--- config.mk ---
export PLATFORM = sky130hd
export DESIGN_NAME = apdu_select_read_decoder
export DESIGN_NICKNAME = d
export VERILOG_FILES = /design/src/design/apdu_pkg.sv /design/src/design/byte_stream_if.sv /design/src/design/resp_buffer.sv /design/src/design/apdu_select_read_decoder.sv
export VERILOG_INCLUDE_DIRS = /design/src /design/src/design
export SDC_FILE = /design/constraint.sdc
export NUM_CORES = 1
export LEC_CHECK = 0
export ABC_AREA = 1
export BUFFER_PORTS_ARGS = -buffer_cell sky130_fd_sc_hd__buf_2
export CORE_MARGIN = 2
export CORE_UTILIZATION = 55
export DETAILED_ROUTE_END_ITERATION = 8
export PLACE_DENSITY_LB_ADDON = 0.15
export SLEW_MARGIN = 10
export SYNTH_ARGS = -nofsm -noshare
export SYNTH_HDL_FRONTEND = slang
export SYNTH_HIERARCHICAL = 1
export SYNTH_SLANG_ARGS = --single-unit
--- constraint.sdc ---
create_clock -name i_clk_sys -period 7.1 [get_ports i_clk_sys]
set_input_delay 1.065 -clock i_clk_sys [delete_from_list [all_inputs] [get_ports i_clk_sys]]
set_output_delay 1.065 -clock i_clk_sys [all_outputs]
set_load 0.005 [all_outputs]
--- src/design/apdu_consts.svh ---
// constants of the select/read command decoder
// assumes inclusion by the decoder and the bench only
`ifndef APDU_CONSTS_SVH
`define APDU_CONSTS_SVH
`define CLA_OK 8'h00
`define INS_SELECT 8'hA4
`define INS_READ 8'hB0
`define P1_FILE_ID 8'h00
`define P1_EF 8'h02
`define P1_NAME 8'h04
`define P2_DESIGNATE 8'h00
`define P2_NO_FCI 8'h0C
`define PAIR_EF {`P1_EF, `P2_NO_FCI}
`define PAIR_APP {`P1_NAME, `P2_DESIGNATE}
`define PAIR_FILE {`P1_FILE_ID, `P2_NO_FCI}
`define LC_APP 8'h07
`define LC_FILE 8'h02
`define AID_NDEF 56'hD2760000850101
`define FID_CC 16'hE103
`define FID_NDEF 16'h0103
`define LE_APP 8'h00
`define LE_MIN 8'h01
`define LE_MAX 8'hFB
`define LEN_READ 5'h05
`define LEN_SEL_FILE 5'h07
`define LEN_SEL_APP 5'h0D
`define LEN_SAT 5'h11
`define FRAME_MAX 16
`define SW_OK 16'h9000
`define SW_BAD_CLA 16'h6E00
`define SW_BAD_INS 16'h6D00
`define SW_BAD_P1P2 16'h6A86
`define SW_BAD_LEN 16'h6700
`define SW_BAD_DATA 16'h6A82
`endif

--- src/design/apdu_pkg.sv ---
// types of the select/read command decoder
// assumes apdu_consts.svh on the include path
package apdu_pkg;
  typedef enum logic [6:0] {
    S_RX   = 7'h01,
    S_CHK  = 7'h02,
    S_MRD  = 7'h04,
    S_MWT  = 7'h08,
    S_DATA = 7'h10,
    S_SW1  = 7'h20,
    S_SW2  = 7'h40
  } state_type;
  typedef enum logic [2:0] {
    SEL_NONE = 3'h0,
    SEL_EF   = 3'h1,
    SEL_APP  = 3'h2,
    SEL_CC   = 3'h3,
    SEL_NDEF = 3'h4
  } sel_type;
endpackage

--- src/design/byte_stream_if.sv ---
// valid/ready byte stream carrier between the decoder and its buffer
// assumes one clock shared by both ends
`timescale 1ns/1ps
interface byte_stream_if #(parameter int WIDTH = 9);
  logic valid;
  logic ready;
  logic [WIDTH-1:0] data;
  modport src (output valid, output data, input ready);
  modport snk (input valid, input data, output ready);
endinterface

--- src/design/resp_buffer.sv ---
// two-entry buffer in the response byte path
// assumes the sink may hold ready low for any number of cycles
`timescale 1ns/1ps
module resp_buffer (
  input wire logic i_clk_sys,
  input wire logic i_rst,
  byte_stream_if.snk in_if,
  byte_stream_if.src out_if
);
  logic [$bits(in_if.data)-1:0] head_r, head_nxt, tail_r, tail_nxt;
  logic [1:0] cnt_r, cnt_nxt;
  logic push, pop;
  logic vld_r, vld_nxt;

  assign in_if.ready = (cnt_r != 2'h2);
  assign out_if.valid = vld_r;
  assign out_if.data = head_r;
  assign push = in_if.valid && in_if.ready;
  assign pop = out_if.valid && out_if.ready;

  always_comb begin
    head_nxt = head_r;
    tail_nxt = tail_r;
    cnt_nxt = cnt_r;
    unique case (cnt_r)
      2'h0: if (push) begin
        head_nxt = in_if.data;
        cnt_nxt = 2'h1;
      end
      2'h1: if (push && pop) begin
        head_nxt = in_if.data;
      end else if (push) begin
        tail_nxt = in_if.data;
        cnt_nxt = 2'h2;
      end else if (pop) begin
        cnt_nxt = 2'h0;
      end
      2'h2: if (pop) begin
        head_nxt = tail_r;
        cnt_nxt = 2'h1;
      end
      default: cnt_nxt = 2'h0;
    endcase
    vld_nxt = (cnt_nxt != 2'h0);
  end

  always_ff @(posedge i_clk_sys or posedge i_rst) begin
    if (i_rst) begin
      head_r <= '0;
      tail_r <= '0;
      cnt_r <= 2'h0;
      vld_r <= 1'b0;
    end else begin
      head_r <= head_nxt;
      tail_r <= tail_nxt;
      cnt_r <= cnt_nxt;
      vld_r <= vld_nxt;
    end
  end
endmodule // resp_buffer

--- src/design/apdu_select_read_decoder.sv ---
// select/read command decoder with response stream and memory read port
// assumes command bytes and memory data come from logic on i_clk_sys;
// memory returns i_mem_rdata one cycle after o_mem_rd is high
`timescale 1ns/1ps
`include "apdu_consts.svh"
module apdu_select_read_decoder (
  input wire logic i_clk_sys,
  input wire logic i_rst,
  input wire logic i_rx_valid,
  input wire logic [7:0] i_rx_data,
  input wire logic i_rx_last,
  output logic o_rx_ready,
  output logic o_tx_valid,
  output logic [7:0] o_tx_data,
  output logic o_tx_last,
  input wire logic i_tx_ready,
  output logic o_mem_rd,
  output logic [15:0] o_mem_addr,
  input wire logic [7:0] i_mem_rdata,
  output apdu_pkg::sel_type o_sel_target,
  output logic [15:0] o_sel_fid
);
  import apdu_pkg::*;

  state_type state_r, state_nxt;
  sel_type sel_r, sel_nxt, chk_tgt;
  logic [7:0] frm_r [0:`FRAME_MAX-1];
  logic [7:0] frm_nxt [0:`FRAME_MAX-1];
  logic [4:0] cnt_r, cnt_nxt;
  logic [15:0] sw_r, sw_nxt, chk_sw;
  logic [15:0] addr_r, addr_nxt, fid_r, fid_nxt, pair_w, id_w;
  logic [7:0] left_r, left_nxt, data_r, data_nxt;
  logic rx_rdy_r, rx_rdy_nxt, rd_r, rd_nxt, chk_rd;
  logic take;

  byte_stream_if #(.WIDTH(9)) push_if ();
  byte_stream_if #(.WIDTH(9)) tx_if ();

  assign take = i_rx_valid && rx_rdy_r;
  assign pair_w = {frm_r[2], frm_r[3]};
  assign id_w = {frm_r[5], frm_r[6]};

  // field checks, header bytes in arrival order, then frame length and Le ahead of the data bytes
  always_comb begin
    chk_sw = `SW_OK;
    chk_tgt = sel_r;
    chk_rd = 1'b0;
    if (frm_r[0] != `CLA_OK) begin
      chk_sw = `SW_BAD_CLA;
    end else if (cnt_r < 5'h2) begin
      chk_sw = `SW_BAD_LEN;
    end else if (frm_r[1] == `INS_SELECT) begin
      if (cnt_r < 5'h4) begin
        chk_sw = `SW_BAD_LEN;
      end else if (pair_w != `PAIR_EF && pair_w != `PAIR_APP &&
                   pair_w != `PAIR_FILE) begin
        chk_sw = `SW_BAD_P1P2;
      end else if (cnt_r < 5'h5 || frm_r[4] !=
                   ((pair_w == `PAIR_APP) ? `LC_APP : `LC_FILE)) begin
        chk_sw = `SW_BAD_LEN;
      end else if (pair_w == `PAIR_APP && (cnt_r != `LEN_SEL_APP ||
                   frm_r[12] != `LE_APP)) begin
        chk_sw = `SW_BAD_LEN;
      end else if (pair_w != `PAIR_APP && cnt_r != `LEN_SEL_FILE) begin
        chk_sw = `SW_BAD_LEN;
      end else if (pair_w == `PAIR_APP) begin
        if ({frm_r[5], frm_r[6], frm_r[7], frm_r[8], frm_r[9], frm_r[10],
             frm_r[11]} != `AID_NDEF) begin
          chk_sw = `SW_BAD_DATA;
        end else begin
          chk_tgt = SEL_APP;
        end
      end else if (pair_w == `PAIR_FILE) begin
        // other identifiers reach here and are refused with SW_BAD_DATA
        if (id_w == `FID_CC) begin
          chk_tgt = SEL_CC;
        end else if (id_w == `FID_NDEF) begin
          chk_tgt = SEL_NDEF;
        end else begin
          chk_sw = `SW_BAD_DATA;
        end
      end else begin
        chk_tgt = SEL_EF;
      end
    end else if (frm_r[1] == `INS_READ) begin
      if (cnt_r != `LEN_READ) begin
        chk_sw = `SW_BAD_LEN;
      end else if (frm_r[4] < `LE_MIN || frm_r[4] > `LE_MAX) begin
        chk_sw = `SW_BAD_LEN;
      end else begin
        chk_rd = 1'b1;
      end
    end else begin
      chk_sw = `SW_BAD_INS;
    end
  end

  // command sequencer
  always_comb begin
    state_nxt = state_r;
    frm_nxt = frm_r;
    cnt_nxt = cnt_r;
    sw_nxt = sw_r;
    sel_nxt = sel_r;
    fid_nxt = fid_r;
    addr_nxt = addr_r;
    left_nxt = left_r;
    data_nxt = data_r;
    push_if.valid = 1'b0;
    push_if.data = {1'b0, data_r};
    unique case (state_r)
      S_RX: if (take) begin
        if (cnt_r < 5'(`FRAME_MAX)) begin
          frm_nxt[cnt_r[3:0]] = i_rx_data;
        end
        cnt_nxt = (cnt_r == `LEN_SAT) ? cnt_r : cnt_r + 5'h1;
        if (i_rx_last) begin
          state_nxt = S_CHK;
        end
      end
      S_CHK: begin
        sw_nxt = chk_sw;
        if (chk_sw == `SW_OK && frm_r[1] == `INS_SELECT) begin
          sel_nxt = chk_tgt;
          fid_nxt = id_w;
        end
        if (chk_rd) begin
          addr_nxt = pair_w;
          left_nxt = frm_r[4];
          state_nxt = S_MRD;
        end else begin
          state_nxt = S_SW1;
        end
      end
      S_MRD: state_nxt = S_MWT;
      S_MWT: begin
        data_nxt = i_mem_rdata;
        state_nxt = S_DATA;
      end
      S_DATA: begin
        push_if.valid = 1'b1;
        if (push_if.ready) begin
          addr_nxt = addr_r + 16'h1;
          left_nxt = left_r - 8'h1;
          state_nxt = (left_r == 8'h1) ? S_SW1 : S_MRD;
        end
      end
      S_SW1: begin
        push_if.valid = 1'b1;
        push_if.data = {1'b0, sw_r[15:8]};
        if (push_if.ready) begin
          state_nxt = S_SW2;
        end
      end
      S_SW2: begin
        push_if.valid = 1'b1;
        push_if.data = {1'b1, sw_r[7:0]};
        if (push_if.ready) begin
          cnt_nxt = 5'h0;
          state_nxt = S_RX;
        end
      end
    endcase
    rx_rdy_nxt = (state_nxt == S_RX);
    rd_nxt = (state_nxt == S_MRD);
  end

  always_ff @(posedge i_clk_sys or posedge i_rst) begin
    if (i_rst) begin
      state_r <= S_RX;
      frm_r <= '{default: 8'h00};
      cnt_r <= 5'h0;
      sw_r <= `SW_OK;
      sel_r <= SEL_NONE;
      fid_r <= 16'h0000;
      addr_r <= 16'h0000;
      left_r <= 8'h00;
      data_r <= 8'h00;
      rx_rdy_r <= 1'b0;
      rd_r <= 1'b0;
    end else begin
      state_r <= state_nxt;
      frm_r <= frm_nxt;
      cnt_r <= cnt_nxt;
      sw_r <= sw_nxt;
      sel_r <= sel_nxt;
      fid_r <= fid_nxt;
      addr_r <= addr_nxt;
      left_r <= left_nxt;
      data_r <= data_nxt;
      rx_rdy_r <= rx_rdy_nxt;
      rd_r <= rd_nxt;
    end
  end

  resp_buffer u_buf (
    .i_clk_sys(i_clk_sys),
    .i_rst(i_rst),
    .in_if(push_if),
    .out_if(tx_if)
  );

  assign tx_if.ready = i_tx_ready;
  assign o_tx_valid = tx_if.valid;
  assign o_tx_data = tx_if.data[7:0];
  assign o_tx_last = tx_if.data[8];
  assign o_rx_ready = rx_rdy_r;
  assign o_mem_rd = rd_r;
  assign o_mem_addr = addr_r;
  assign o_sel_target = sel_r;
  assign o_sel_fid = fid_r;

  // checking helpers
  logic [7:0] dcnt_r, le_r;
  logic rdop_r;
  always_ff @(posedge i_clk_sys or posedge i_rst) begin
    if (i_rst) begin
      dcnt_r <= 8'h00;
      le_r <= 8'h00;
      rdop_r <= 1'b0;
    end else if (state_r == S_CHK) begin
      dcnt_r <= 8'h00;
      le_r <= frm_r[4];
      rdop_r <= chk_rd;
    end else if (state_r == S_DATA && push_if.ready) begin
      dcnt_r <= dcnt_r + 8'h1;
    end
  end
endmodule // apdu_select_read_decoder

==> impl_metrics.py, run 1 <==
metrics = {
    "run_status": {
        "status": "complete, but fails checks",
        "violations": "DRC",
    },
    "synthesis": {
        "synthArstFlopShare_pct": 100,
        "synth_top_family_by_area": "simple AND/OR/NAND/NOR gates",
        "ys_warn_count": 6,
        "synth-compound-area-share_pct": 10.7,
        "yosys.area.top_type_share_pct": 48.1,
        "ys.flop_type": "dfrtp_1",
        "synth_edf_count": 0,
        "syn_inst": 1311,
        "synth_xor_area_share_pct": 0.860,
        "synth.most_common_cell": "nand2_1",
        "yosysTopAreaCell": "dfrtp_1",
        "synth_adder_area_share_pct": 0.860,
        "synth-seq-area-share_pct": 48.7,
        "synthSimpleGateAreaFrac_pct": 29.9,
        "synthMuxAreaShare_pct": 0,
        "syn_nets": 1339,
        "synthTopCellsByCount": "388 x nand2_1, 196 x dfrtp_1, 155 x o21ai_0",
        "synth_seq_cells": 198,
        "synth_area_per_cell_sq_um": 7.77,
        "synthTopCellsByArea": "dfrtp_1 48%, nand2_1 14%, o21ai_0 7.6%",
        "ys_types": 50,
        "synth_area_sq_um": 10200,
    },
    "sta": {
        "rsz0062_at_grt": "no",
        "hold_violations": 0,
        "slew_violations": 0,
        "finalSetupViolCount": 0,
        "tns_ns": 0,
        "max-slew-margin-rel_pct": 31.1,
        "period_share_pct": 40.6,
        "finalCriticalPeriod_ns": 2.88,
        "fmax_mhz": 347,
        "worstMarginPinSlew_ns": 1.03,
        "fin_skew_ns": 0.0157,
    },
    "critical_path": {
        "cpMaxStageDelayCell": "inv_2",
        "crit_type": "reg2reg",
        "r2r-end": "o_mem_addr[4]",
        "crit_path_start_kind": "flip-flop",
        "r2r_cells": 10,
        "critPathBufInv": 3,
        "critPathLaunch": "state_r[2]",
        "r2r-start": "state_r[2]",
        "arrival_ns": 3.24,
        "worst-endpoint-required_ns": 7.46,
        "cp_max_fo": 38,
        "slowest_delay_ns": 0.44,
        "cp-end-kind": "flip-flop",
        "path_cells": "nor2_2 > nand3_1 > nor2_2 > buf_4 > inv_1 > o21ai_0 > nand2_2 > inv_2 > o21ai_0 > a22oi_1",
        "ff2ff_setup_slack_ns": 4.22,
        "path_delay_family": "buffers and inverters",
    },
    "cts": {
        "cts_buffers": 17,
        "insertion_delay_ns": 0.44,
        "clock_path_buffers": 2,
        "clk_pin_slew_ns": 0.07,
        "cts.repair.resized": 0,
        "cts_tree": "built",
        "cts_setup_buffers": 0,
        "root_buffer": "clkbuf_16",
        "hold_buffers": 0,
        "htreeDepth": 4,
        "clock-sinks": 198,
    },
    "layout": {
        "diodes": 0,
        "fin_util_pct": 61.4,
        "fin_nets": 1382,
        "area_growth_pct": 8.98,
        "drive_gt1_share_pct": 10.3,
    },
    "power": {
        "intPower_mw": 1.64,
        "switching_power_mw": 0.485,
        "combPwrFrac_pct": 2.0,
        "swShare_pct": 22.8,
        "clockPowerShare_pct": 44.9,
        "p_leak_nw": 5.74,
        "vdd_drop_max_uv": 171,
        "power_density_nw_per_um2": 191,
        "seqPwrFrac_pct": 53.1,
    },
    "placed_design": {
        "port-buffer-count": 67,
        "hpwl_mm": 16.1,
        "gp_congestion": 0.915,
    },
    "min_path": {
        "min_from": "u_buf/tail_r[3]",
        "worstHoldEndpoint": "u_buf/tail_r[3]",
        "hold_class": "reg2reg",
        "hold-path-cell-count": 2,
    },
    "grt": {
        "track_usage_pct": 25.4,
        "grt_max_degree": 116,
        "grt_pass1_wl_mm": 40.0,
        "grt_antenna_before_repair": 0,
        "grt_pass1_vias": 7934,
        "grt_overflow": 0,
    },
    "floorplan": {
        "die_y_microns": 140,
        "coreArea_sq_um": 18100,
        "die-area_sq_um": 19600,
        "ioPinCount": 68,
        "num_rows": 49,
        "die_w_microns": 140,
        "start_util_pct": 56.3,
    },
    "detailed_routing": {
        "viasPerCell": 5.30,
        "drtIter0Drc": 654,
        "dr.pass1.iters": 9,
        "num_vias": 8451,
        "drc": 3,
        "ant_nets": 0,
        "detail_route.wl_per_cell_microns": 14.9,
        "routed_wl_mm": 23.7,
    },
    "run": {
        "cap_violations": 0,
    },
}
==> cell families (layout without fill, tap and decap cells) <==
family	after synthesis	count (layout)
AOI/OAI and AO/OA	205	205
adders and majority gates	7	7
buffers and inverters	209	265
xor gates and xnor gates	10	10
and+or+nand+nor	682	682
DFF	198	198
==> registers in the layout, summed over array words and instances, names as in the netlist, 2 cells and up <==
signal,cells
o_mem_addr,16
sw_r,8
data_r,8
o_sel_target,3
cnt_r,5
u_buf/cnt_r,2
state_r,7
left_r,8
u_buf/tail_r,9
frm_r,104
u_buf/out_if.data,9
o_sel_fid,16
==> power groups by stage <==
stage | clock network (mW) | logic (mW) | registers [mW]
after floorplan | 0 | 0.0228 | 1.15
after global placement | 0 | 0.0439 | 1.15
after detailed placement | 0 | 0.0446 | 1.15
after CTS | 0.972 | 0.0447 | 1.13
after global routing | 1.02 | 0.0485 | 1.13
final | 0.954 | 0.0426 | 1.13
==> worst max path at each step <==
stage	endpoint	slack (ns)	depth (start not counted)
floorplan	cnt_r[0]	1.24	1
global placement	frm_r[50]	4.22	6
detailed placement	frm_r[55]	4.20	6
CTS	o_mem_addr[5]	4.26	10
global route	o_mem_addr[6]	3.91	10
finish	o_mem_addr[4]	4.22	10
==> metal layers <==
metal  global-route usage (%)  up-vias  part of all wire (%)
met1                     35.7     3934                    46
met5                        0        -                     0
li1                         -     4284                     -
met3                     4.62       33                   4.8
met4                     7.97        0                   2.0
met2                     40.4      200                    47
==> worst min-delay path, stage by stage (launching register included) <==
cell and delay, ns:
dfrtp_1 0.35, nand2_1 0.05, nand2_1 0.05
==> placed cells by master (no fill, tap or decap), drive strengths merged, types with 2 or more instances in the layout <==
cell / synthesis / layout
a22oi: 7 / 7
nand2: 396 / 396
buf: 31 / 70
o21bai: 2 / 2
o21ai: 163 / 163
a21oi: 16 / 16
nor4: 8 / 8
and2: 3 / 3
o21a: 3 / 3
clkbuf: 15 / 19
a31oi: 5 / 5
o211ai: 6 / 6
ha: 7 / 7
dfrtp: 196 / 196
nand3b: 2 / 2
xor2: 8 / 8
inv: 161 / 165
nor3: 11 / 11
nor2: 151 / 151
clkinv: 2 / 6
xnor2: 2 / 2
dfstp: 2 / 2
clkinvlp: 0 / 4
nand4: 48 / 48
nand3: 59 / 59
==> stage by stage <==
stage | power [mW] | setup WS [ns] | instances | instance area [sq um] | hold slack, ns
after floorplan | 1.17 | 1.24 | 1311 | 10200 | 0.442
after detailed placement | 1.19 | 4.20 | 1564 | 10500 | 0.464
final | 2.12 | 4.22 | 1596 | 11100 | 0.478
after global placement | 1.19 | 4.22 | 1564 | 10500 | 0.455
after global routing | 2.19 | 3.91 | 1596 | 11100 | 0.497
after CTS | 2.14 | 4.26 | 1596 | 11100 | 0.480
==> cell type report <==
| type | instances | area (sq um) |
|---|---|---|
| tap | 229 | 287 |
| multi-input combinational | 904 | 4310 |
| inverter | 163 | 618 |
| clock inverter | 13 | 121 |
| clock buffer | 19 | 453 |
| timing repair buffer | 70 | 358 |
| sequential | 198 | 4960 |
| fill | 1606 | 6980 |
Note: power is estimated with default switching activity, not from simulation.
==> run 2: changes to the inputs <==
--- a/config.mk
+++ b/config.mk
@@ -6,7 +6,7 @@
 export SDC_FILE = /design/constraint.sdc
 export NUM_CORES = 1
 export LEC_CHECK = 0
-export ABC_AREA = 1
+export ABC_AREA = 0
 export BUFFER_PORTS_ARGS = -buffer_cell sky130_fd_sc_hd__buf_2
 export CORE_MARGIN = 2
 export CORE_UTILIZATION = 55
==> constraint.sdc (replaced) <==
create_clock -name i_clk_sys -period 2.9 [get_ports i_clk_sys]
set_input_delay 0.435 -clock i_clk_sys [delete_from_list [all_inputs] [get_ports i_clk_sys]]
set_output_delay 0.435 -clock i_clk_sys [all_outputs]
set_load 0.005 [all_outputs]
==> run 2 against run 1 <==
Against the previous run:
- the flow finishes with violations (setup timing)
- wire length shrank 7.6%
- first-iteration DRC count shrank 19%
- setup slack lost 4.4 ns
- power grew 150%
- cell count shrank 29%
- die area shrank 7.8%
- clock skew shrank 0.0060 ns
- register-to-register slack lost 4.4 ns
- sequential power grew 150%
- fmax shrank 7.1%
- non-clock buffer count grew 54
- critical path type unchanged
- critical endpoint is now o_sel_fid[8]
==> impl_metrics.py, run 2 <==
metrics = {
    "run_status": {
        "status": "complete, but fails checks",
        "violations": "setup timing",
    },
    "synthesis": {
        "syn_nets": 814,
        "syn_inst": 786,
        "ys_warn_count": 6,
        "yosys.area.top_type_share_pct": 52.3,
        "synth.most_common_cell": "dfrtp_1",
        "synth-seq-area-share_pct": 52.9,
        "synthTopCellsByArea": "dfrtp_1 52%, mux2_2 17%, a21oi_1 2.8%",
        "synth_area_sq_um": 9370,
        "ys.flop_type": "dfrtp_1",
        "synth-compound-area-share_pct": 10.5,
        "synthTopCellsByCount": "196 x dfrtp_1, 140 x mux2_2, 52 x a21oi_1",
        "yosysTopAreaCell": "dfrtp_1",
        "synth_area_per_cell_sq_um": 11.9,
        "synthSimpleGateAreaFrac_pct": 12.5,
        "synth_top_family_by_area": "multiplexers",
        "synthMuxAreaShare_pct": 19.9,
        "ys_types": 67,
        "synthArstFlopShare_pct": 100,
        "synth_edf_count": 0,
        "synth_adder_area_share_pct": 0.935,
        "synth_xor_area_share_pct": 0.561,
        "synth_seq_cells": 198,
    },
    "cts": {
        "hold_buffers": 0,
        "root_buffer": "clkbuf_16",
        "clk_pin_slew_ns": 0.08,
        "htreeDepth": 4,
        "clock_path_buffers": 2,
        "clock-sinks": 198,
        "cts_buffers": 17,
        "insertion_delay_ns": 0.44,
        "cts_tree": "built",
    },
    "critical_path": {
        "endpoint": "o_sel_fid[8]",
        "crit_type": "reg2reg",
        "path_cells": "or4b_4 > or4_4 > or3_1 > a211o_1 > a2111oi_4 > buf_6 > clkbuf_16 > mux2_4",
        "crit_cells": 8,
        "cp-end-kind": "flip-flop",
        "critPathLaunch": "frm_r[99]",
        "r2r_cells": 8,
        "path_delay_family": "simple AND/OR/NAND/NOR gates",
        "cp_max_fo": 5,
        "ff2ff_setup_slack_ns": -0.20,
        "cpMaxStageDelayCell": "or4_4",
        "crit_path_start_kind": "flip-flop",
        "r2r-start": "frm_r[99]",
        "arrival_ns": 3.43,
        "slowest_delay_ns": 0.56,
        "worst-endpoint-required_ns": 3.22,
        "r2r-end": "o_sel_fid[8]",
        "critPathBufInv": 2,
    },
    "placed_design": {
        "gp_congestion": 0.908,
        "port-buffer-count": 67,
        "placed_cells": 1089,
        "hpwl_mm": 14.9,
    },
    "sta": {
        "finalSetupViolCount": 19,
        "max-slew-margin-rel_pct": 37.1,
        "fin_hold_ws_ns": 0.167,
        "hold_violations": 0,
        "rsz0062_at_grt": "yes",
        "finalCriticalPeriod_ns": 3.10,
        "fin_skew_ns": 0.00968,
        "fmax_mhz": 322,
        "period_share_pct": 107,
        "setup_ws_ns": -0.205,
        "worstMarginPinSlew_ns": 0.943,
        "slew_violations": 0,
    },
    "layout": {
        "largest_register_ff_count": 104,
        "mostFrequentLayoutCells": "196 x dfrtp_1, 131 x mux2_2, 67 x buf_2, 52 x a21oi_1, 51 x buf_4",
        "fin_util_pct": 65.9,
        "mostFrequentLayoutCell": "dfrtp_1",
        "diodes": 0,
        "largest-register": "frm_r",
        "final_cells": 1126,
        "fill_cells": 1281,
        "fin_nets": 921,
        "drive_gt1_share_pct": 37.4,
        "area_growth_pct": 17.0,
    },
    "grt": {
        "grt_pass1_wl_mm": 36.2,
        "grt_antenna_before_repair": 0,
        "grt_pass1_vias": 6999,
        "grt_overflow": 0,
        "grt_max_degree": 178,
        "track_usage_pct": 25.5,
    },
    "floorplan": {
        "die_w_microns": 135,
        "num_rows": 47,
        "ioPinCount": 68,
        "die-area_sq_um": 18100,
        "start_util_pct": 56.3,
        "coreArea_sq_um": 16600,
        "die_y_microns": 135,
    },
    "detailed_routing": {
        "drc": 0,
        "dr.pass1.iters": 5,
        "ant_nets": 0,
        "routed_wl_mm": 21.9,
        "viasPerCell": 6.02,
        "num_vias": 6783,
        "detail_route.wl_per_cell_microns": 19.5,
        "drtIter0Drc": 528,
    },
    "power": {
        "switching_power_mw": 1.31,
        "swShare_pct": 24.7,
        "p_leak_nw": 5.36,
        "seqPwrFrac_pct": 52.5,
        "combPwrFrac_pct": 3.0,
        "vdd_drop_max_uv": 506,
        "intPower_mw": 4.00,
        "clockPowerShare_pct": 44.4,
        "power_density_nw_per_um2": 484,
    },
    "min_path": {
        "hold_class": "in2async",
    },
    "run": {
        "cap_violations": 0,
    },
}
run 2: cell count changes in the layout (fill, tap and decap cells not counted), moves of 48 or more:
cell / before / now
nand2_1: 388 / 47
inv_1: 153 / 16
nor2_1: 146 / 44
o21ai_0: 155 / 28
mux2_2: 0 / 131
buf_4: 3 / 51
run 2: layout make-up:
class | instances | area [sq um] | share of cell area [%]
clock inverters | 15 | 186 | 1.70
well taps | 220 | 275 | 2.51
repair buffers | 124 | 833 | 7.60
flip-flops and latches | 198 | 4960 | 45.2
inverters | 17 | 67.6 | 0.616
clock buffers | 17 | 425 | 3.88
multi-input cells | 535 | 4220 | 38.5
run 2: per-layer routing:
metal  GRT usage (%)  vias up  wire [microns]
met1            35.1     3450            9790
met2            41.8      162           10900
met3            4.84       26             868
li1                -     3145               -
met5               0        -               0
met4            7.08        0             356
run 2: what timing repair did:
item	CTS	global route
buffers inserted	2	1
endpoints found under the setup margin	20	25
gates resized for setup	7	9
cloned	1	1
run 2: power groups by stage:
stage / logic [mW] / registers, mW / clock network, mW
global placement: 0.157 / 2.84 / 0
detailed placement: 0.165 / 2.84 / 0
floorplan: 0.0936 / 2.84 / 0
finish: 0.161 / 2.79 / 2.36
global route: 0.180 / 2.79 / 2.52
CTS: 0.166 / 2.79 / 2.40
run 2: logic make-up after synthesis:
group,count (synthesis)
compound gates,152
mux,160
simple gates,210
fa+ha+maj,7
xor+xnor,6
buf+inv,53
flops,198
run 2: stage by stage:
stage	power, mW	cell area [sq um]	setup slack [ns]	TNS (ns)
floorplan	2.93	9380	-0.454	-7.27
global placement	3.00	10200	-0.157	-2.49
detailed placement	3.01	10200	-0.242	-3.80
CTS	5.35	10900	-0.202	-3.20
global route	5.49	11000	-0.284	-4.95
finish	5.31	11000	-0.205	-3.30
run 2: worst min-delay path by stage:
stage	endpoint	slack, ns
after detailed placement	sw_r[2]	0.46
after global placement	sw_r[2]	0.46
final	u_buf/tail_r[8]	0.17
after global routing	data_r[5]	0.22
after floorplan	u_buf/cnt_r[0]	0.41
after CTS	u_buf/tail_r[8]	0.19
